===== src/rtl/rrne_pkg.sv =====
// package: opcodes, field layout, state and carrier types for the decoder and core
package rrne_pkg;
    localparam int OPCODE_W = 14;
    localparam int PC_W = 13;
    localparam int ADDR_W = 7;
    localparam int DATA_W = 8;
    // fixed encodings
    localparam logic [13:0] OP_RETURN_FROM_IRQ = 14'h0009;
    localparam logic [13:0] NO_OP_MASK = 14'h3F9F;
    localparam logic [13:0] NO_OP_MATCH = 14'h0000;
    localparam logic [13:0] LIT_RETURN_MASK = 14'h3C00;
    localparam logic [13:0] LIT_RETURN_MATCH = 14'h3400;
    localparam logic [13:0] ROT_LEFT_MASK = 14'h3F00;
    localparam logic [13:0] ROT_LEFT_MATCH = 14'h0D00;
    // field positions
    localparam int DEST_BIT = 7;
    localparam int GLOBAL_IRQ_EN_BIT = 7;
    localparam int MSB_BIT = 7;
    // timing and reset values
    localparam int TWO_CYCLE_COUNT = 2;
    localparam logic [12:0] PC_RESET = 13'h0000;
    localparam logic [7:0] ACC_RESET = 8'h00;
    localparam logic [7:0] IRQCTL_RESET = 8'h00;

    typedef enum logic [1:0] {
        RRNE_FETCH = 2'b01,
        RRNE_FLUSH = 2'b10
    } rrne_state_type;

    // file register write request
    typedef struct packed {
        logic en;
        logic [6:0] addr;
        logic [7:0] data;
    } rrne_fwrite_type;
endpackage : rrne_pkg


===== src/rtl/rrne_decode.sv =====
// combinational opcode classifier for the four handled instructions
`timescale 1ns/1ps
module rrne_decode (
    input wire logic [13:0] i_opcode, // instruction word
    output logic o_no_op,             // no-operation match
    output logic o_rfi,               // return from irq match
    output logic o_lit_return,        // return with literal match
    output logic o_rot_left           // rotate left match
);
    // mask-and-match decode, return from irq an exact compare; don't-care bits are masked out
    always_comb begin
        o_no_op = (i_opcode & rrne_pkg::NO_OP_MASK)
                  == rrne_pkg::NO_OP_MATCH;
        o_rfi = i_opcode == rrne_pkg::OP_RETURN_FROM_IRQ;
        o_lit_return = (i_opcode & rrne_pkg::LIT_RETURN_MASK)
                       == rrne_pkg::LIT_RETURN_MATCH;
        o_rot_left = (i_opcode & rrne_pkg::ROT_LEFT_MASK)
                     == rrne_pkg::ROT_LEFT_MATCH;
    end
endmodule : rrne_decode


===== src/rtl/rrne_core.sv =====
// execution of no-op, return-from-irq, return-with-literal and rotate-left
`timescale 1ns/1ps
module rrne_core (
    input wire logic I_CLK,               // core instruction clock
    input wire logic I_RESET,             // sync reset, active high
    input wire logic I_VALID,             // instruction word present
    input wire logic [13:0] I_OPCODE,     // instruction word
    input wire logic [12:0] I_STACK_TOP,  // return stack top value
    input wire logic [7:0] I_FILE_RDATA,  // addressed file register data
    output logic O_STACK_POP,             // pop pulse to return stack
    output logic O_FLUSH,                 // second cycle of two-cycle op
    output logic [12:0] O_PC,             // program counter
    output logic [7:0] O_ACC,             // working accumulator
    output logic O_CARRY,                 // carry flag
    output logic [7:0] O_IRQ_CONTROL,     // irq control register
    output logic O_FILE_WE,               // file register write
    output logic [6:0] O_FILE_ADDR,       // file register write address
    output logic [7:0] O_FILE_WDATA       // file register write data
);
    typedef struct packed {
        rrne_pkg::rrne_state_type st;
        logic [12:0] pc;
        logic [7:0] acc;
        logic carry;
        logic [7:0] irqctl;
        logic pop;
        rrne_pkg::rrne_fwrite_type fw;
    } rrne_regs_type;

    rrne_regs_type r;
    rrne_regs_type next_r;
    logic is_no_op;
    logic is_rfi;
    logic is_lit_return;
    logic is_rot_left;
    logic [7:0] rot;

    rrne_decode u_decode (
        .i_opcode(I_OPCODE),
        .o_no_op(is_no_op),
        .o_rfi(is_rfi),
        .o_lit_return(is_lit_return),
        .o_rot_left(is_rot_left)
    );

    // rotated value: old carry in at bit 0, old bit 7 leaves to carry
    assign rot = {I_FILE_RDATA[6:0], r.carry};

    // next state; other opcodes just advance the pc so the core keeps going
    always_comb begin
        next_r = r;
        next_r.pop = 1'b0;
        next_r.fw.en = 1'b0;
        unique case (r.st)
            rrne_pkg::RRNE_FETCH: begin
                if (I_VALID) begin
                    next_r.pc = r.pc + 13'h0001;
                    if (is_rfi) begin
                        next_r.pc = I_STACK_TOP;
                        next_r.pop = 1'b1;
                        // only the enable bit moves; the other control
                        // bits belong to the interrupt logic
                        next_r.irqctl[rrne_pkg::GLOBAL_IRQ_EN_BIT] =
                            1'b1;
                        next_r.st = rrne_pkg::RRNE_FLUSH;
                    end else if (is_lit_return) begin
                        next_r.acc = I_OPCODE[7:0];
                        next_r.pc = I_STACK_TOP;
                        next_r.pop = 1'b1;
                        next_r.st = rrne_pkg::RRNE_FLUSH;
                    end else if (is_rot_left) begin
                        next_r.carry =
                            I_FILE_RDATA[rrne_pkg::MSB_BIT];
                        if (I_OPCODE[rrne_pkg::DEST_BIT]) begin
                            next_r.fw.en = 1'b1;
                            next_r.fw.addr = I_OPCODE[6:0];
                            next_r.fw.data = rot;
                        end else begin
                            next_r.acc = rot;
                        end
                    end
                end
            end
            // flush cycle: fetched word discarded, nothing changes
            rrne_pkg::RRNE_FLUSH: begin
                next_r.st = rrne_pkg::RRNE_FETCH;
            end
        endcase
    end

    // state register; sync reset
    always_ff @(posedge I_CLK) begin
        if (I_RESET) begin
            r.st <= rrne_pkg::RRNE_FETCH;
            r.pc <= rrne_pkg::PC_RESET;
            r.acc <= rrne_pkg::ACC_RESET;
            r.carry <= 1'b0;
            r.irqctl <= rrne_pkg::IRQCTL_RESET;
            r.pop <= 1'b0;
            r.fw <= '0;
        end else begin
            r <= next_r;
        end
    end

    assign O_STACK_POP = r.pop;
    assign O_FLUSH = r.st == rrne_pkg::RRNE_FLUSH;
    assign O_PC = r.pc;
    assign O_ACC = r.acc;
    assign O_CARRY = r.carry;
    assign O_IRQ_CONTROL = r.irqctl;
    assign O_FILE_WE = r.fw.en;
    assign O_FILE_ADDR = r.fw.addr;
    assign O_FILE_WDATA = r.fw.data;
endmodule : rrne_core


===== config.mk =====
export PLATFORM = sky130hd
export DESIGN_NAME = rrne_core
export DESIGN_NICKNAME = d
export VERILOG_FILES = /design/src/rtl/rrne_pkg.sv /design/src/rtl/rrne_decode.sv /design/src/rtl/rrne_core.sv
export SDC_FILE = /design/constraint.sdc
export NUM_CORES = 1
export LEC_CHECK = 0
export ABC_AREA = 1
export BUFFER_PORTS_ARGS = -buffer_cell sky130_fd_sc_hd__buf_2
export CAP_MARGIN = 20
export CORE_UTILIZATION = 54
export CTS_CLUSTER_DIAMETER = 50
export DETAILED_ROUTE_END_ITERATION = 8
export PLACE_DENSITY_LB_ADDON = 0.2
export SLEW_MARGIN = 0
export SYNTH_ARGS = -nofsm -noshare
export SYNTH_HDL_FRONTEND = slang
export SYNTH_SLANG_ARGS = --single-unit

===== constraint.sdc =====
create_clock -name I_CLK -period 2.2 [get_ports I_CLK]
set_input_delay 0.33 -clock I_CLK [delete_from_list [all_inputs] [get_ports I_CLK]]
set_output_delay 0.33 -clock I_CLK [all_outputs]
set_load 0.005 [all_outputs]

==> impl_results.md, run 1 <==
* Hold Path End: r[48]$_SDFFE_PP0P_
* CP delay by family, top: simple AND/OR/NAND/NOR gates
* Worst setup EP type: flop
* P&R area growth vs syn at 8.40%
* Setup bufs post-CTS at 0
* Worst-Skew Late Latency at 0.30 ns
* CP peak stage delay at 0.41 ns
* Hold Path Origin: I_VALID
* RSZ-0062 raised after global routing: false
* DRC violations left at 0
* Fraction of layout cells with a size suffix above 1 at 0.230
* Yosys reg bits at 42
* Final setup TNS at 0 ns
* Clock skew at 0.00828 ns
* Cell variety after synth at 26
* Routability cong. at 0.813
* Via density at 4.88
* Worst-path cell chain: ha_1 > nand2_1 > nor2_1 > nand4_1 > nand2_1 > nand2_1 > nand3_1 > a21oi_1
* LEAKAGE at 1.40 nW
* Critical path required time at 2.37 ns
* Via count at 2294
* CP Max Fanout at 7
* I/O pin count at 86
* Most frequent CP cell: nand2_1
* Worst setup SP type: flop
* Dpl ws at 0.372 ns
* DR pass1 iterations at 4
* Antenna Nets Post-Route at 0
* CTS Hold Bufs at 0
* Die area at 4880 um^2
* Number of flops mapped to enable cells by yosys at 0
* Outcome: completed
* Pin count of the biggest net entering global routing at 32
* Clk buf depth at 2
* Vias in the first global route at 1866
* Final core occ at 0.615
* Worst IR Drop VDD at 0.266 mV
* IO buf count at 78
* H-tree Lvls at 2
* Rows at 24
* Cells on worst reg2reg path at 8
* Total global routing overflow at 0
* Setup violators final at 0
* Dominant synthesized flop cell: dfxtp_1
* Die Ht at 69.9 um
* Pwr Density at 541 nW/um^2
* Clk sinks at 42
* ANT cells at 0
* Slew HR at 0.383
* WL per Instance at 11.0 um
* Reg-to-reg startpoint: O_PC[1]$_SDFFE_PP0N_
* Num CTS Buffers at 5
* Clock transition at the registers of the reported paths at 0.08 ns
* Critical-path top delay cell: dfxtp_1
* Tcrit/Tclk final at 0.770
* Post-synth ARST share at 0
* Starting density of the core at 0.567
* Critical path type: reg2reg
* Post_cts resized at 0
* Cell Area, Synth at 2490 um^2
* Gate Count Post-Synth at 379
* Initial antenna violation count at 0
* Max-cap violations at 0
* Root Buffer: clkbuf_8
* Post-Route WL at 5150 um
* CP bufs+invs at 0
* Core footprint at 4380 um^2
* Worst r2r dst: O_PC[10]$_SDFFE_PP0N_
* Hold Crit Class: in2reg
* Final worst slack at 0.505 ns
* First-pass GRT wire length at 8290 um
* Slew @ Worst Pin at 0.926 ns
* R2r setup slk at 0.51 ns
* Slew Limit Fails at 0
* Sequential element share of the synthesized area at 0.338
* Hold Violations, Final at 0
* Synthesis Warnings at 0
* Die X at 69.9 um
* GR Util All Layers at 0.210
* TritonCTS clock tree: yes
* Hold Crit Depth at 3
* CP startpoint: O_PC[1]$_SDFFE_PP0N_
* First DRT Iteration DRCs at 119
* Syn Area/Cell at 6.56 um^2
* Post-DP HPWL at 3800 um
* F_max at 590 MHz
* Final Critical Period at 1.69 ns
* Worst EP arrival at 1.87 ns
* Final layout net count at 456
[stage by stage]
step	power, mW	instances	cell area, um^2	hold WS (ns)
2_1_floorplan	0.923	385	2510	0.424
6_report	1.46	470	2700	0.298
3_5_place_dp	0.972	462	2610	0.435
5_1_grt	1.52	470	2700	0.295
3_3_place_gp	0.969	462	2610	0.430
4_1_cts	1.47	470	2700	0.285
[synth_stat cells (2+ instances only)]
cell type,instances,area [um^2]
nand3_1,25,125
nand4_1,6,37.5
a21o_1,2,15.0
nor3_1,4,20.0
a21oi_1,31,155
inv_1,49,184
buf_4,45,338
inv_2,2,7.51
dfxtp_1,42,841
xor2_1,2,17.5
buf_2,5,25.0
o21ai_0,29,145
nand2_1,84,315
nor2_1,35,131
clkbuf_1,7,26.3
[how the worst max path moves through the flow]
stage	end	slack, ns	depth (start not counted)
after floorplan	O_ACC[0]$_SDFFE_PP0P_	0.78	7
after global placement	O_PC[11]$_SDFFE_PP0N_	0.44	8
after detailed placement	O_PC[10]$_SDFFE_PP0N_	0.37	8
after CTS	O_PC[10]$_SDFFE_PP0N_	0.51	8
after global routing	O_PC[10]$_SDFFE_PP0N_	0.33	8
final	O_PC[10]$_SDFFE_PP0N_	0.51	8
[area by class of cell]
type,count,area (um^2)
Clock buffer,5,68.8
Tap cell,52,65.1
Timing Repair Buffer,82,420
Clock inverter,3,21.3
Inverter,51,191
Fill cell,448,1690
Sequential cell,42,841
Multi-Input combinational cell,235,1090
[logic make-up after synthesis]
logic type | after synthesis | synth area share
simple gates | 159 | 0.271
flops | 42 | 0.338
other cells | 1 | 0.00151
xor+xnor | 2 | 0.00705
compound gates | 66 | 0.143
buf+inv | 108 | 0.234
fa+ha+maj | 1 | 0.00503
[layout by cell type (no fill, tap or decap), drive strengths merged, types with 5 or more instances in the layout]
cell     n
conb     7
buf     82
nand2   85
dfxtp   42
nor2    35
nor3     5
inv     51
clkbuf   5
a21oi   31
nand3   26
nand4    6
o21ai   30
[sequential cells by signal, indices dropped and copies added (netlist names)]
signal and flops:
r 2, O_ACC 8, O_FILE_WDATA 8, O_CARRY 1, O_IRQ_CONTROL 1, O_FILE_ADDR 7
O_FILE_WE 1, O_STACK_POP 1, O_PC 13
[metal layers]
layer | global-route usage | part of all wire | vias up
met5 | 0 | 0 | -
met4 | 0.0733 | 0.015 | 0
met3 | 0.0548 | 0.079 | 8
met2 | 0.307 | 0.41 | 99
met1 | 0.300 | 0.50 | 966
li1 | - | - | 1221
[power by group]
part           internal [mW]  switching [mW]  total [mW]
registers              0.775          0.0146       0.790
logic                 0.0661          0.0986       0.165
clock network          0.223           0.281       0.504
total                   1.06           0.394        1.46
[tightest hold or removal path, stage by stage]
cell,delay (ns)
buf_2,0.11
inv_1,0.06
nor4_1,0.05
No activity file was read; power rests on OpenSTA's default activity.
==> inputs of run 2 (changes only) <==
--- a/config.mk
+++ b/config.mk
@@ -8,7 +8,7 @@
 export ABC_AREA = 1
 export BUFFER_PORTS_ARGS = -buffer_cell sky130_fd_sc_hd__buf_2
 export CAP_MARGIN = 20
-export CORE_UTILIZATION = 54
+export CORE_UTILIZATION = 45
 export CTS_CLUSTER_DIAMETER = 50
 export DETAILED_ROUTE_END_ITERATION = 8
 export PLACE_DENSITY_LB_ADDON = 0.2
==> constraint.sdc (replaced) <==
create_clock -name I_CLK -period 1.54 [get_ports I_CLK]
set_input_delay 0.231 -clock I_CLK [delete_from_list [all_inputs] [get_ports I_CLK]]
set_output_delay 0.231 -clock I_CLK [all_outputs]
set_load 0.005 [all_outputs]
==> run 2 against run 1 <==
Design area increased by 9.2%. Count of clock-buffer cells in the layout rose by 1. First-iteration DRC count down 12%. Largest cell class unchanged. Clock skew shrank 0.0017 ns. Clock power increased by 74%.
==> impl_results.md, run 2 (same netlist as run 1, synthesis figures left out) <==
* Pwr Density at 777 nW/um^2 (was 541 nW/um^2)
* Pwr Total at 2.29 mW (was 1.46 mW)
* P&R area growth vs syn at 18.4% (was 8.40%)
* Sw Ratio at 0.248 (was 0.270)
* Antenna Nets Post-Route at 0 (unchanged)
* CP Max Fanout at 8 (was 7)
* Max FFs per register at 13 (unchanged)
* Pin count of the biggest net entering global routing at 32 (unchanged)
* Clk sinks at 42 (unchanged)
* Worst-Skew Late Latency at 0.29 ns (was 0.30 ns)
* Die Ht at 76.3 um (was 69.9 um)
* Final instance area at 2940 um^2 (was 2700 um^2)
* Clk buf depth at 2 (unchanged)
* IO buf count at 78 (unchanged)
* Root Buffer: clkbuf_8 (unchanged)
* Critical-path top delay cell: dfxtp_1 (unchanged)
* Num CTS Buffers at 5 (unchanged)
* DR pass1 iterations at 4 (unchanged)
* CP peak stage delay at 0.33 ns (was 0.41 ns)
* Hold Crit Class: in2reg (unchanged)
* Initial antenna violation count at 0 (unchanged)
* GR Util All Layers at 0.201 (was 0.210)
* Hold Violations, Final at 0 (unchanged)
* CP delay by family, top: simple AND/OR/NAND/NOR gates (unchanged)
* Final hold slack at 0.207 ns (was 0.298 ns)
* Switching power at 0.568 mW (was 0.394 mW)
* Vias in the first global route at 2006 (was 1866)
* Hold Path End: r[48]$_SDFFE_PP0P_ (unchanged)
* Most frequent CP cell: nor2_1 (was nand2_1)
* Final Critical Period at 1.40 ns (was 1.69 ns)
* I/O pin count at 86 (unchanged)
* Outcome: completed (unchanged)
* Most frequent cells in the layout: nand2_1, buf_2, inv_1, dfxtp_1, nor2_1 (unchanged)
* Slew HR at 0.610 (was 0.383)
* Final non-filler cell total at 510 (was 470)
* Worst IR Drop VDD at 0.356 mV (was 0.266 mV)
* CP bufs+invs at 3 (was 0)
* Rows at 26 (was 24)
* Slew Limit Fails at 0 (unchanged)
* CTS Hold Bufs at 0 (unchanged)
* Total global routing overflow at 0 (unchanged)
* First-pass GRT wire length at 9470 um (was 8290 um)
* ANT cells at 0 (unchanged)
* Via density at 4.62 (was 4.88)
* H-tree Lvls at 2 (unchanged)
* Clock skew at 0.00663 ns (was 0.00828 ns)
* TritonCTS clock tree: yes (unchanged)
* Placed cell areas at 2790 um^2 (was 2610 um^2)
* Hold Path Origin: I_VALID (unchanged)
* Power share of the sequential group at 0.492 (was 0.541)
* Die X at 76.3 um (was 69.9 um)
* Reg-to-reg startpoint: r[47]$_SDFFE_PP1P_ (was O_PC[1]$_SDFFE_PP0N_)
* Critical path required time at 1.73 ns (was 2.37 ns)
* Setup violators final at 0 (unchanged)
* Routability cong. at 0.787 (was 0.813)
* Worst setup SP type: flop (unchanged)
* Max-cap violations at 0 (unchanged)
* Cells on worst reg2reg path at 9 (was 8)
* Slew @ Worst Pin at 0.585 ns (was 0.926 ns)
* Worst-path cell chain: inv_1 > nor2_1 > nand2_1 > inv_2 > nand3_2 > o21ai_4 > inv_2 > nor2_1 > nor2_1 (was ha_1 > nand2_1 > nor2_1 > nand4_1 > nand2_1 > nand2_1 > nand3_1 > a21oi_1)
* CP startpoint: r[47]$_SDFFE_PP1P_ (was O_PC[1]$_SDFFE_PP0N_)
* Leading cell type in the layout, fill and taps excluded: nand2_1 (unchanged)
* RSZ-0062 raised after global routing: false (unchanged)
* LEAKAGE at 1.52 nW (was 1.40 nW)
* Combinational share of power at 0.124 (was 0.113)
* Tcrit/Tclk final at 0.911 (was 0.770)
* First DRT Iteration DRCs at 105 (was 119)
* Post-DP HPWL at 4350 um (was 3800 um)
* F_max at 712 MHz (was 590 MHz)
* DRC violations left at 0 (unchanged)
* Cell Int Power at 1.72 mW (was 1.06 mW)
* Final layout net count at 478 (was 456)
* WL per Instance at 11.5 um (was 11.0 um)
* Hold Crit Depth at 3 (unchanged)
* Die area at 5830 um^2 (was 4880 um^2)
* Worst r2r dst: O_ACC[1]$_SDFFE_PP0P_ (was O_PC[10]$_SDFFE_PP0N_)
* Final core occ at 0.565 (was 0.615)
* Post-Route WL at 5850 um (was 5150 um)
* Worst EP arrival at 1.60 ns (was 1.87 ns)
* Placed Instances at 500 (was 462)
* Via count at 2357 (was 2294)
* R2r setup slk at 0.14 ns (was 0.51 ns)
* Starting density of the core at 0.478 (was 0.567)
* Critical path type: reg2reg (unchanged)
* Worst setup EP type: flop (unchanged)
* Fraction of layout cells with a size suffix above 1 at 0.280 (was 0.230)
* Clock transition at the registers of the reported paths at 0.09 ns (was 0.08 ns)
* Core footprint at 5200 um^2 (was 4380 um^2)
* Power share of the clock group at 0.384 (was 0.346)
-- run 2: cell types whose count changed in the layout (fill, tap and decap cells not counted), moves of 2 or more --
cell     delta
buf_12      +2
dfxtp_2     +2
a21oi_1     -2
buf_4      +20
dfxtp_1     -2
a21oi_2     +2
-- run 2: power groups by stage --
stage	registers (mW)	logic (mW)	clock network, mW
final	1.13	0.284	0.878
after global routing	1.13	0.320	0.940
after CTS	1.13	0.278	0.895
after detailed placement	1.15	0.276	0
after global placement	1.15	0.273	0
after floorplan	1.15	0.169	0
-- run 2: metrics by stage --
stage	TNS, ns	worst slack (ns)
2_1_floorplan	0	0.174
3_3_place_gp	-0.864	-0.0980
3_5_place_dp	-1.31	-0.161
4_1_cts	0	0.0229
5_1_grt	0	0.0113
6_report	0	0.136
-- run 2: worst max path at each step --
| stage | to | slack, ns | cells after the start |
|---|---|---|---|
| after floorplan | O_PC[10]$_SDFFE_PP0N_ | 0.17 | 9 |
| after CTS | O_ACC[2]$_SDFFE_PP0P_ | 0.02 | 9 |
| final | O_ACC[1]$_SDFFE_PP0P_ | 0.14 | 9 |
| after global placement | O_PC[11]$_SDFFE_PP0N_ | -0.1 | 9 |
| after global routing | O_PC[10]$_SDFFE_PP0N_ | 0.01 | 10 |
| after detailed placement | O_PC[11]$_SDFFE_PP0N_ | -0.16 | 9 |
-- run 2: what timing repair did --
action / in CTS / in global routing
buffers inserted: 0 / 2
setup endpoints to repair: 0 / 25
resized for setup: 0 / 7
-- run 2: cell type report --
cell class              instances  area, um^2
inverters                      51         191
flip-flops and latches         42         843
repair buffers                104         611
clock buffers                   6        72.6
multi-input cells             235        1100
fillers                       535        2260
clock inverters                 2        37.5
well taps                      70        87.6
-- run 2: metal layers --
layer,share of wire,track usage,up-vias,wire [um]
li1,-,-,1261,-
met1,0.52,0.288,1027,3040
met2,0.42,0.305,61,2470
met3,0.045,0.0419,8,261
met4,0.013,0.0538,0,75
met5,0,0,-,0
-- run 2: worst register-to-register path: stages (launching register included) --
cell     delay [ns]
dfxtp_1        0.33
inv_1          0.04
nor2_1         0.12
nand2_1        0.11
inv_2          0.10
nand3_2        0.12
o21ai_4        0.22
inv_2          0.10
nor2_1         0.11
nor2_1         0.06
